==> src/shared/blit_pkg.sv <==
// constants and types for the bit-block transfer engine
package blit_pkg;

    // ------------------------------------------------------------
    // register byte offsets
    // ------------------------------------------------------------
    localparam logic [7:0] OFS_CTRL_FIRST  = 8'h00;
    localparam logic [7:0] OFS_CTRL_SECOND = 8'h04;
    localparam logic [7:0] OFS_FW_MASK     = 8'h08;
    localparam logic [7:0] OFS_LW_MASK     = 8'h0C;
    localparam logic [7:0] OFS_PTR_A       = 8'h10;
    localparam logic [7:0] OFS_PTR_B       = 8'h14;
    localparam logic [7:0] OFS_PTR_C       = 8'h18;
    localparam logic [7:0] OFS_PTR_D       = 8'h1C;
    localparam logic [7:0] OFS_MOD_A       = 8'h20;
    localparam logic [7:0] OFS_MOD_B       = 8'h24;
    localparam logic [7:0] OFS_MOD_C       = 8'h28;
    localparam logic [7:0] OFS_MOD_D       = 8'h2C;
    localparam logic [7:0] OFS_DAT_A       = 8'h30;
    localparam logic [7:0] OFS_DAT_B       = 8'h34;
    localparam logic [7:0] OFS_DAT_C       = 8'h38;
    localparam logic [7:0] OFS_SIZE        = 8'h3C;
    localparam logic [7:0] OFS_READBACK    = 8'h40;

    // ------------------------------------------------------------
    // field positions
    // ------------------------------------------------------------
    localparam int CF_USE_D     = 8;
    localparam int CF_USE_C     = 9;
    localparam int CF_USE_B     = 10;
    localparam int CF_USE_A     = 11;
    localparam int CF_ASH_LO    = 12;
    localparam int CS_BSH_LO    = 12;
    localparam int CS_DESCEND   = 1;
    localparam int CS_CARRY_IN  = 2;
    localparam int CS_FILL_INC  = 3;
    localparam int CS_FILL_EXC  = 4;
    localparam int RB_BUSY      = 14;
    localparam int RB_NONZERO   = 13;
    localparam int SZ_H_LO      = 6;

    // ------------------------------------------------------------
    // reset values
    // ------------------------------------------------------------
    localparam logic [15:0] RST_MASK = 16'hFFFF;
    localparam logic [15:0] RST_WORD = 16'h0000;
    localparam logic [31:0] RST_PTR  = 32'h0000_0000;

    // ------------------------------------------------------------
    // step and engine states
    // ------------------------------------------------------------
    localparam logic [31:0] WORD_STEP = 32'h0000_0002;

    typedef enum logic [2:0] {
        ST_IDLE,
        ST_FETCH_A,
        ST_FETCH_B,
        ST_FETCH_C,
        ST_WRITE_D,
        ST_ADV
    } eng_state_t;

endpackage : blit_pkg

==> src/blit_descend_fill_flags.sv <==
// bit-block transfer engine: descending mode, area fill, status flags
// Operation
// - descend bit in second control selects direction
// - descending pointers step down two bytes
// - descending rows subtract modulo
// - descending shifts go left
// - first mask on first fetched, rightmost
// - fill after shift, mask, logic
// - inclusive bit 3, exclusive bit 4
// - inclusive fill keeps boundary bits
// - exclusive fill clears left boundary
// - fill state starts carry-in, toggles leftward
// - fill works on whole words
// - size write starts the blit
// - busy shown in readback while running
// - busy asserts on size write
// - finish raises blit finished flag
// - zero indication covers all logic results, taken before fill
// - zero readable in readback register
// - negative modulo adds normally
// - disabled channel feeds held data
//
// The AHB-Lite slave port and the register offsets were left to the implementer.
`timescale 1ns/10ps
`default_nettype none

module blit_descend_fill_flags
    import blit_pkg::*;
#(
    parameter int HEIGHT_W = 10
)(
    // clock, reset, enable
    input  wire logic        clk,
    input  wire logic        srst,
    input  wire logic        ce,
    // ahb-lite slave
    input  wire logic        hsel,
    input  wire logic [31:0] haddr,
    input  wire logic [1:0]  htrans,
    input  wire logic        hwrite,
    input  wire logic [2:0]  hsize,
    input  wire logic [31:0] hwdata,
    input  wire logic        hready,
    output logic      [31:0] hrdata,
    output logic             hreadyout,
    output logic             hresp,
    // chip memory dma
    output logic             mem_req,
    output logic             mem_we,
    output logic      [31:0] mem_addr,
    output logic      [15:0] mem_wdata,
    input  wire logic        mem_ack,
    input  wire logic [15:0] mem_rdata,
    // status
    output logic             blit_finished_irq
);
    import blit_pkg::*;

    initial
    begin
        if (HEIGHT_W < 1 || HEIGHT_W > 10)
            $error("HEIGHT_W out of range");
    end

    // ------------------------------------------------------------
    // state
    // ------------------------------------------------------------
    typedef struct packed {
        logic        ph_act;
        logic        ph_wr;
        logic [7:0]  ph_addr;
        logic [15:0] ctrl_first;
        logic [15:0] ctrl_second;
        logic [15:0] fw_mask;
        logic [15:0] lw_mask;
        logic [3:0][31:0] ptr;
        logic [3:0][31:0] modv;
        logic [2:0][15:0] dat;
        logic [2:0][15:0] prev;
        logic [5:0]  width;
        logic [9:0]  height;
        logic [5:0]  col;
        logic [9:0]  row;
        logic        busy;
        logic        nonzero;
        logic        fill_st;
        logic        fin;
        eng_state_t  st;
        logic [31:0] rdata;
        logic        mreq;
        logic        mwe;
        logic [31:0] maddr;
        logic [15:0] mwdata;
    } regs_t;

    regs_t r_q;
    regs_t r_d;

    // ------------------------------------------------------------
    // datapath
    // ------------------------------------------------------------
    logic        descend;
    logic [3:0]  ash;
    logic [3:0]  bsh;
    logic        first_col;
    logic        last_col;
    logic [15:0] a_mask;
    logic [15:0] a_msk;
    logic [15:0] a_out;
    logic [15:0] b_out;
    logic [15:0] logic_out;
    logic [15:0] fill_out;
    logic        fill_end;
    logic [16:0] fstate;
    logic        fill_en;
    logic [31:0] wr_data;

    assign descend   = r_q.ctrl_second[CS_DESCEND];
    assign ash       = r_q.ctrl_first[CF_ASH_LO +: 4];
    assign bsh       = r_q.ctrl_second[CS_BSH_LO +: 4];
    assign first_col = (r_q.col == 6'h00);
    assign last_col  = (r_q.col == r_q.width - 6'h01);
    assign fill_en   = r_q.ctrl_second[CS_FILL_INC]
                     | r_q.ctrl_second[CS_FILL_EXC];

    // first mask on first fetched word in either direction
    always_comb
    begin
        a_mask = 16'hFFFF;
        if (first_col)
            a_mask = a_mask & r_q.fw_mask;
        if (last_col)
            a_mask = a_mask & r_q.lw_mask;
    end

    assign a_msk = r_q.dat[0] & a_mask;

    // shifter: right ascending, left descending
    function automatic logic [15:0] shift_w(
        input logic [15:0] cur,
        input logic [15:0] prv,
        input logic [3:0]  sh,
        input logic        dsc
    );
        logic [31:0] cat;
        cat = 32'h0000_0000;
        if (dsc)
        begin
            cat = {cur, prv} << sh;
            shift_w = cat[31:16];
        end
        else
        begin
            cat = {prv, cur} >> sh;
            shift_w = cat[15:0];
        end
    endfunction : shift_w

    assign a_out = shift_w(a_msk, r_q.prev[0], ash, descend);
    assign b_out = shift_w(r_q.dat[1], r_q.prev[1], bsh, descend);

    // minterm: disabled channels still feed held data
    always_comb
    begin
        logic [2:0] idx;
        idx = 3'h0;
        for (int i = 0; i < 16; i++)
        begin
            idx = {a_out[i], b_out[i], r_q.dat[2][i]};
            logic_out[i] = r_q.ctrl_first[idx];
        end
    end

    // fill after logic, whole word, right to left
    always_comb
    begin
        fstate[0] = r_q.fill_st;
        fill_out = logic_out;
        for (int i = 0; i < 16; i++)
        begin
            fstate[i+1] = fstate[i] ^ logic_out[i];
            if (fill_en)
            begin
                if (r_q.ctrl_second[CS_FILL_EXC])
                    fill_out[i] = fstate[i+1];
                else
                    fill_out[i] = fstate[i+1] | logic_out[i];
            end
        end
    end

    assign fill_end = fstate[16];
    assign wr_data  = {16'h0000, fill_out};

    // ------------------------------------------------------------
    // next state
    // ------------------------------------------------------------
    logic        take;
    logic        wr_now;
    logic [31:0] step;

    assign take   = hsel & hready & htrans[1];
    assign wr_now = r_q.ph_act & r_q.ph_wr;
    assign step   = descend ? (32'h0 - WORD_STEP) : WORD_STEP;

    always_comb
    begin
        r_d = r_q;
        r_d.fin = 1'b0;
        r_d.ph_act = take;
        r_d.ph_wr = hwrite;
        r_d.ph_addr = haddr[7:0];
        if (take && !hwrite)
        begin
            r_d.rdata = 32'h0000_0000;
            case (haddr[7:0])
                OFS_CTRL_FIRST:  r_d.rdata[15:0] = r_q.ctrl_first;
                OFS_CTRL_SECOND: r_d.rdata[15:0] = r_q.ctrl_second;
                OFS_FW_MASK:     r_d.rdata[15:0] = r_q.fw_mask;
                OFS_LW_MASK:     r_d.rdata[15:0] = r_q.lw_mask;
                OFS_READBACK:
                begin
                    r_d.rdata[RB_BUSY] = r_q.busy;
                    r_d.rdata[RB_NONZERO] = r_q.nonzero;
                end
                default:         r_d.rdata = 32'h0000_0000;
            endcase
        end
        if (wr_now)
        begin
            case (r_q.ph_addr)
                OFS_CTRL_FIRST:  r_d.ctrl_first = hwdata[15:0];
                OFS_CTRL_SECOND: r_d.ctrl_second = hwdata[15:0];
                OFS_FW_MASK:     r_d.fw_mask = hwdata[15:0];
                OFS_LW_MASK:     r_d.lw_mask = hwdata[15:0];
                OFS_PTR_A:       r_d.ptr[0] = hwdata;
                OFS_PTR_B:       r_d.ptr[1] = hwdata;
                OFS_PTR_C:       r_d.ptr[2] = hwdata;
                OFS_PTR_D:       r_d.ptr[3] = hwdata;
                OFS_MOD_A:       r_d.modv[0] = hwdata;
                OFS_MOD_B:       r_d.modv[1] = hwdata;
                OFS_MOD_C:       r_d.modv[2] = hwdata;
                OFS_MOD_D:       r_d.modv[3] = hwdata;
                OFS_DAT_A:       r_d.dat[0] = hwdata[15:0];
                OFS_DAT_B:       r_d.dat[1] = hwdata[15:0];
                OFS_DAT_C:       r_d.dat[2] = hwdata[15:0];
                OFS_SIZE:
                begin
                    r_d.width = (hwdata[5:0] == 6'h00)
                              ? 6'h3F : hwdata[5:0];
                    r_d.height = hwdata[SZ_H_LO +: 10];
                    r_d.col = 6'h00;
                    r_d.row = 10'h000;
                    r_d.busy = 1'b1;
                    r_d.nonzero = 1'b0;
                    r_d.fill_st = r_q.ctrl_second[CS_CARRY_IN];
                    r_d.prev = '0;
                    r_d.st = ST_FETCH_A;
                end
                default:         ;
            endcase
        end
        case (r_q.st)
            ST_IDLE: r_d.mreq = 1'b0;
            ST_FETCH_A, ST_FETCH_B, ST_FETCH_C:
            begin
                if (!r_q.mreq)
                begin
                    if (r_q.ctrl_first[CF_USE_A - int'(r_q.st) + 1])
                    begin
                        r_d.mreq = 1'b1;
                        r_d.mwe = 1'b0;
                        r_d.maddr = r_q.ptr[int'(r_q.st) - 1];
                    end
                    else
                        r_d.st = eng_state_t'(int'(r_q.st) + 1);
                end
                else if (mem_ack)
                begin
                    r_d.mreq = 1'b0;
                    r_d.dat[int'(r_q.st) - 1] = mem_rdata;
                    r_d.ptr[int'(r_q.st) - 1] =
                        r_q.ptr[int'(r_q.st) - 1] + step;
                    r_d.st = eng_state_t'(int'(r_q.st) + 1);
                end
            end
            ST_WRITE_D:
            begin
                if (!r_q.mreq)
                begin
                    if (|logic_out)
                        r_d.nonzero = 1'b1;
                    r_d.prev[0] = a_msk;
                    r_d.prev[1] = r_q.dat[1];
                    r_d.fill_st = fill_end;
                    if (r_q.ctrl_first[CF_USE_D])
                    begin
                        r_d.mreq = 1'b1;
                        r_d.mwe = 1'b1;
                        r_d.maddr = r_q.ptr[3];
                        r_d.mwdata = wr_data[15:0];
                    end
                    else
                        r_d.st = ST_ADV;
                end
                else if (mem_ack)
                begin
                    r_d.mreq = 1'b0;
                    r_d.ptr[3] = r_q.ptr[3] + step;
                    r_d.st = ST_ADV;
                end
            end
            ST_ADV:
            begin
                r_d.st = ST_FETCH_A;
                if (last_col)
                begin
                    r_d.col = 6'h00;
                    r_d.row = r_q.row + 10'h001;
                    r_d.fill_st = r_q.ctrl_second[CS_CARRY_IN];
                    for (int c = 0; c < 4; c++)
                        r_d.ptr[c] = descend
                            ? r_d.ptr[c] - r_q.modv[c]
                            : r_d.ptr[c] + r_q.modv[c];
                    if (r_q.row + 10'h001 >= r_q.height
                        && r_q.height != 10'h000)
                    begin
                        r_d.st = ST_IDLE;
                        r_d.busy = 1'b0;
                        r_d.fin = 1'b1;
                    end
                end
                else
                    r_d.col = r_q.col + 6'h01;
            end
            default: r_d.st = ST_IDLE;
        endcase
    end

    always_ff @(posedge clk)
    begin
        if (srst)
        begin
            r_q <= '0;
            r_q.fw_mask <= RST_MASK;
            r_q.lw_mask <= RST_MASK;
            r_q.st <= ST_IDLE;
        end
        else if (ce)
            r_q <= r_d;
    end

    // ------------------------------------------------------------
    // outputs
    // ------------------------------------------------------------
    assign hrdata            = r_q.rdata;
    assign hreadyout         = 1'b1;
    assign hresp             = 1'b0;
    assign mem_req           = r_q.mreq;
    assign mem_we            = r_q.mwe;
    assign mem_addr          = r_q.maddr;
    assign mem_wdata         = r_q.mwdata;
    assign blit_finished_irq = r_q.fin;

    // ------------------------------------------------------------
    // checks
    // ------------------------------------------------------------
    chk_busy_on_start: assert property (@(posedge clk) disable iff (srst)
        ce && wr_now && r_q.ph_addr == OFS_SIZE |=> r_q.busy)
        else $error("busy not set by size write");
    chk_fin_drops_busy: assert property (@(posedge clk) disable iff (srst)
        r_q.fin |-> !r_q.busy && $past(r_q.busy))
        else $error("finish without busy drop");
    chk_step_down: assert property (@(posedge clk) disable iff (srst)
        ce && descend && r_q.st == ST_WRITE_D && r_q.mreq && mem_ack
        && !wr_now |=> r_q.ptr[3] == $past(r_q.ptr[3]) - 32'h2)
        else $error("descending step wrong");
    chk_fill_inc: assert property (@(posedge clk) disable iff (srst)
        fill_en && !r_q.ctrl_second[CS_FILL_EXC]
        |-> (fill_out & logic_out) == logic_out)
        else $error("inclusive fill lost a boundary");
    chk_no_fill_pass: assert property (@(posedge clk) disable iff (srst)
        !fill_en |-> fill_out == logic_out)
        else $error("fill active while disabled");
    chk_zero_track: assert property (@(posedge clk) disable iff (srst)
        ce && r_q.st == ST_WRITE_D && !r_q.mreq && |logic_out
        |=> r_q.nonzero)
        else $error("nonzero not caught");
    chk_fill_parity: assert property (@(posedge clk) disable iff (srst)
        fill_end == (r_q.fill_st ^ (^logic_out)))
        else $error("fill state parity wrong");
    chk_mask_first: assert property (@(posedge clk) disable iff (srst)
        first_col |-> (a_msk & ~r_q.fw_mask) == 16'h0000)
        else $error("first mask not applied");
    cov_descend_blit: cover property (@(posedge clk) descend && r_q.fin);
    cov_fill_blit: cover property (@(posedge clk) fill_en && r_q.fin);
    cov_nonzero: cover property (@(posedge clk) r_q.fin && r_q.nonzero);

endmodule : blit_descend_fill_flags

`default_nettype wire

==> config.mk <==
export PLATFORM = sky130hd
export DESIGN_NAME = blit_descend_fill_flags
export DESIGN_NICKNAME = d
export VERILOG_FILES = /design/src/shared/blit_pkg.sv /design/src/blit_descend_fill_flags.sv
export SDC_FILE = /design/constraint.sdc
export NUM_CORES = 2
export LEC_CHECK = 0
export CORE_MARGIN = 4
export CORE_UTILIZATION = 55
export CTS_CLUSTER_DIAMETER = 30
export DETAILED_ROUTE_END_ITERATION = 8
export DONT_BUFFER_PORTS = 1
export PLACE_DENSITY = 0.73
export SKIP_CTS_REPAIR_TIMING = 1
export SLEW_MARGIN = 20
export SYNTH_ARGS = -nofsm -noshare
export SYNTH_HDL_FRONTEND = slang
export SYNTH_SLANG_ARGS = --single-unit
==> constraint.sdc <==
create_clock -name clk -period 10.02 [get_ports clk]
set_clock_uncertainty 0.15 [all_clocks]
set_input_delay 2.004 -clock clk [delete_from_list [all_inputs] [get_ports clk]]
set_output_delay 2.004 -clock clk [all_outputs]
set_load 0.05 [all_outputs]
Yosys cells after proc, flatten, opt, wreduce, memory -nomap -nowiden
Cells that the tools add are included.
- muxes and demuxes: 143
- $lt $le $gt $ge: 20
- shift operators: 4
- reduce and logical (&&, ||, !) cells: 30
- $add $sub $neg: 17
- bitwise operators: 39
- equal/unequal tests: 29
- operators by type and width (kind ; count):
    32-bit two-way mux ; 20
    387-bit two-way mux ; 1
    128-bit two-way mux ; 3
    32-bit adder ; 6
    96-bit one-hot mux with 2 select lines ; 1
    48-bit two-way mux ; 3
    128-bit bitwise mux ; 1
    16-bit two-way mux ; 8
    32-bit subtractor ; 4
    32-bit one-hot mux with 3 select lines ; 1
    3-bit by 5-bit less-than comparator with 1-bit output, second input constant ; 16
    67-bit two-way mux ; 1
    33-bit one-hot mux with 2 select lines ; 1
    32-bit binary-select mux with 2-bit select ; 1
    32-bit demux with 2-bit select ; 1
    8-bit by 6-bit equality test with 1-bit output, second input constant ; 8
    32-bit by 4-bit left shift with 32-bit output ; 2
    32-bit by 4-bit >> shifter with 16-bit output ; 2
    1-bit two-way mux ; 57
    13-bit one-hot mux with 4 select lines ; 1
    50-bit two-way mux ; 1
    49-bit two-way mux ; 1
    1-bit binary-select mux with 3-bit select ; 16
    48-bit bitwise mux ; 1
    55 further kinds ; 125
- logic and storage cells: 316
- bits of input ports: 92
- bits in registers: 515
- output and inout bits: 85

Logic depth before layout (Yosys ltp)
- depth in word-level cells: 31
- gate-level depth with buffers: 48
- mapped depth without buffers: 46

Least setup slack after synthesis
OpenSTA, ideal clock, no wires.
- path kind: reg-to-reg
- start point: reg r_q[115] (netlist name)
- end point: reg r_q, in the netlist mem_wdata[15]
- required time: 9.784 ns
- arrival: 8.423 ns
- clock period less this slack: 8.658 ns
- path slack: 1.362 ns
- library setup time: 0.086 ns
- stages on the path, launching flop included: 46
- path buffers: 2
- cell sequence: dfxtp_1 or4_1 or3_1 a211oi_2 buf_4 buf_4 a31oi_1 mux4_2 o211ai_1 a221oi_1 mux2i_1 ha_1 inv_1 ha_1 inv_1 ha_1 inv_1 ha_1 [10 not listed] inv_1 ha_1 inv_1 ha_1 inv_1 ha_1 inv_1 ha_1 inv_1 ha_1 inv_1 ha_1 inv_1 ha_1 and2_1 a211oi_1 a21oi_1 a211oi_1
- cells in the longest elaborated chain, start to end: 27
- elaborated cells on any way between the ends: 58
- those cells by class: add/sub: 1; eq/ne: 1; shift: 2; mux: 36; bitwise: 18
- ends and longest elaborated chain (what ; RTL line ; source):
    from (decl) ; blit_descend_fill_flags.sv:96 ; regs_t r_q;
    from (signal assigned) ; blit_descend_fill_flags.sv:350 ; r_q <= r_d;
    6-bit by 1-bit subtractor with 6-bit output (*) ; blit_descend_fill_flags.sv:122 ; assign last_col = (r_q.col == r_q.width - 6'h01);
    6-bit equality test (*) ; blit_descend_fill_flags.sv:122 ;
    16-bit two-way mux (*) ; blit_descend_fill_flags.sv:132 ; if (last_col)
    16-bit AND (*) ; blit_descend_fill_flags.sv:136 ; assign a_msk = r_q.dat[0] & a_mask;
    32-bit by 4-bit >> shifter with 16-bit output or 32-bit by 4-bit left shift with 32-bit output (tied branches) ; blit_descend_fill_flags.sv:154, blit_descend_fill_flags.sv:149 ;
    16-bit two-way mux (*) ; blit_descend_fill_flags.sv:147 ; if (dsc)
    1-bit binary-select mux with 3-bit select ; blit_descend_fill_flags.sv:170 ; logic_out[i] = r_q.ctrl_first[idx];
    1-bit two-way mux (implied by the code) ; blit_descend_fill_flags.sv:170 ;
    1-bit XOR (16 in a row) ; blit_descend_fill_flags.sv:181 ; fstate[i+1] = fstate[i] ^ logic_out[i];
    1-bit OR ; blit_descend_fill_flags.sv:187 ; fill_out[i] = fstate[i+1] | logic_out[i];
    1-bit two-way mux ; blit_descend_fill_flags.sv:184 ; if (r_q.ctrl_second[CS_FILL_EXC])
    1-bit two-way mux (*) ; blit_descend_fill_flags.sv:182 ; if (fill_en)
Mark *: on every way between the ends. The rest lies on a longest branch, timed or not. The select of a mux whose other input is x is not followed.
A chain may end at the register's enable or synchronous reset.

Worst setup path after layout
Same ends and word-level chain as after synthesis.

==> key figures <==
Run status
  – Status: finished, violations left
  – Failing checks: design-rule violations, max-slew violations

Critical path
  – Worst Path Arrival: 10000 ps
  – Req. time, crit path: 10480 ps
  – CP max stage cell: or4_1
  – Top cell by count, worst path: ha_1
  – CP peak stage delay: 540 ps
  – Setup crit end kind: flip-flop
  – Worst Setup Start Kind: flip-flop
  – CP bufs+invs: 15
  – Top delay family on crit path: adder cells
  – Critical path class: reg -> reg
  – CP max FO: 14

Final layout
  – Design Area, Final: 48000 um^2
  – Layout Cells excl Fill: 6513
  – Final #Nets: 5684
  – Share of cells above drive strength 1: 0.118
  – Final core utilization: 0.620
  – P&R area growth vs syn: 11.6%

CTS
  – CTS tree: built
  – Deepest level of the CTS H-tree: 4
  – CTS buffer count: 134
  – Clock slew at reported path FFs: 50 ps
  – Root Buffer: clkbuf_16
  – CTS Sinks: 515
  – CTS Buffer Depth: 3
  – Clk Latency, worst-skew pair: 740 ps

Floorplan
  – I/O pin cnt: 177
  – Core area: 77500 um^2
  – Initial Utilization: 0.555
  – Die Wd: 288 um
  – # rows: 102
  – Die Ht: 288 um
  – DIE AREA: 82800 um^2

Timing
  – Slew HR: -0.539
  – Min cycle time layout: 9540 ps
  – Fmax: 0.105 GHz
  – Fin Setup TNS: 0 ps
  – Final Hold Viols: 0
  – Final worst-path cycle share: 0.952
  – RSZ-0062 raised after global routing: no
  – # setup viols final: 0
  – Worst-Margin Slew: 2310 ps
  – Max Slew Vio Count: 235

GRT
  – GRT Overall Usage: 0.384
  – Vias in the first global route: 41303
  – Largest net degree at the start of global routing: 473
  – Antenna violations before repair: 5
  – Grt ovf: 0
  – First-pass GRT wire length: 246000 um

Yosys
  – Register area share after synthesis: 0.240
  – Share of the synthesized area in the top cell type: 0.240
  – Warnings from Yosys: 0
  – Synth Instances: 5571
  – Ys async rst share: 0
  – Leading area contributor after synthesis: dfxtp_1
  – Post-synth EDFFs: 0
  – Synth cell types: 81
  – FF+latch count, synth: 515
  – Mapped Area: 43000 um^2
  – Synth area leaders: dfxtp_1, ha_1, a21oi_1
  – Avg Cell Area, Syn: 7.72 um^2
  – Synth Flop Type: dfxtp_1

Pwr
  – VDD IR-drop max: 0.179 mV
  – Leakage: 18.3 nW
  – PD cells: 158 nW/um^2

Routing
  – DR DRC count: 1
  – Mean routed wirelength per cell: 25.2 um
  – DR vias/cell: 6.72
  – DRT Wirelength: 164000 um
  – Via count: 43749
  – Pre-Repair DR Iteration Count: 9
  – Final ANT Viol Nets: 0
  – Iter 0 DRT Violations: 4704

Place
  – Routability Congestion: 1.00
  – Post-placement cell count: 6264
  – IO buf count: 0
  – Placed inst area: 43200 um^2
  – DP Wirelength: 114000 um

Min path
  – Hold WC Path Type: reg -> reg

Run
  – Max Cap Viol: 0
[path summary, 6_finish.rpt]
| check | endpoint | slack, ps | cells after the start | start |
|---|---|---|---|---|
| worst max-delay path | mem_wdata[15]$_SDFFE_PP0P_ | 480 | 42 | r_q[115]$_SDFFE_PP0P_ |
| worst min register to register | r_q[109]$_SDFFE_PP0P_ | 310 | 2 | r_q[109]$_SDFFE_PP0P_ |
| worst max register to register | mem_wdata[15]$_SDFFE_PP0P_ | 480 | 42 | r_q[115]$_SDFFE_PP0P_ |
| worst min-delay path | r_q[109]$_SDFFE_PP0P_ | 310 | 2 | r_q[109]$_SDFFE_PP0P_ |
[placed cells by master (no fill, tap or decap), types with 44 or more instances in the layout]
| master | Yosys | final |
|---|---|---|
| nand2_1 | 705 | 703 |
| nor2_1 | 632 | 623 |
| a21oi_1 | 557 | 556 |
| dfxtp_1 | 515 | 507 |
| o21ai_0 | 243 | 243 |
| ha_1 | 226 | 225 |
| mux2i_1 | 225 | 224 |
| xnor2_1 | 215 | 215 |
| a211oi_1 | 144 | 144 |
| nor3_1 | 140 | 139 |
| clkbuf_16 | 0 | 138 |
| inv_1 | 125 | 124 |
| mux2_2 | 119 | 119 |
| mux4_2 | 114 | 114 |
| a21o_1 | 111 | 111 |
| buf_4 | 85 | 108 |
| nand3_1 | 88 | 87 |
| o22ai_1 | 86 | 86 |
| xor2_1 | 79 | 79 |
| a221oi_1 | 76 | 76 |
| a22oi_1 | 63 | 63 |
| nand2b_1 | 54 | 54 |
| a31oi_1 | 46 | 46 |
| o211ai_1 | 44 | 44 |
[synthesized netlist by cell type (17+ instances only)]
cell,n
nand2_1,705
nor2_1,632
a21oi_1,557
dfxtp_1,515
clkbuf_1,335
o21ai_0,243
ha_1,226
mux2i_1,225
xnor2_1,215
a211oi_1,144
nor3_1,140
inv_1,125
mux2_2,119
mux4_2,114
a21o_1,111
nand3_1,88
o22ai_1,86
buf_4,85
xor2_1,79
a221oi_1,76
a22oi_1,63
nand2b_1,54
a31oi_1,46
buf_1,45
o211ai_1,44
o21a_1,37
and3_1,31
nor2b_1,30
a311oi_1,29
and2_1,29
o21bai_1,26
o31ai_1,25
nor4_1,19
nand4_1,17
[per-stage QoR]
step	hold WS (ps)	total power, W	setup slack [ps]
floorplan	286	0.00291	1360
global placement	295	0.00305	609
detailed placement	300	0.00307	497
CTS	307	0.00760	367
global route	318	0.00781	20.4
finish	305	0.00761	479
[layer usage]
metal | GRT usage | vias to the layer above | wire length, um
li1 | - | 19876 | -
met1 | 0.435 | 20454 | 58800
met2 | 0.597 | 2499 | 72300
met3 | 0.0812 | 918 | 14500
met4 | 0.367 | 2 | 18900
met5 | 0 | - | 14
[kinds of logic after synthesis]
kind of cell             share of synthesized area
other                                     0.000175
AND/OR/NAND/NOR                              0.183
multiplexers                                 0.143
flip-flops                                   0.240
XOR/XNOR                                    0.0599
buffers and inverters                       0.0602
AO/OA/AOI/OAI                                0.246
adder cells (fa/ha/maj)                     0.0685
[tightest hold or removal path, delay by kind of cell (launching register included)]
family | cells | cell delay [ps]
and+or+nand+nor | 1 | 50
AOI/OAI and AO/OA | 1 | 50
DFF | 1 | 310
[final cells by class]
cell class              count  area, um^2
clock buffers             166        3690
diodes                      4        10.0
well taps                1040        1300
fillers                  6880       29500
repair buffers            109         831
inverters                 131         493
clock inverters            79        1090
flip-flops and latches    515       10300
multi-input cells        4469       30300
[flip-flops by register name (all words and copies together) (netlist names)]
register           flops
blit_finished_irq      1
mem_req                1
mem_wdata             16
ash                    4
r_q                  438
bsh                    4
descend                1
mem_we                 1
hrdata                16
fstate                 1
mem_addr              32
[where the power goes]
group / switching [W] / leakage [nW] / internal (W)
Clock: 0.00146 / 2.31 / 0.00309
Combinational: 0.000532 / 11.8 / 0.000363
Sequential: 0.0000717 / 4.18 / 0.00210
Total: 0.00206 / 18.3 / 0.00555
(Power assumes the default switching activity.)
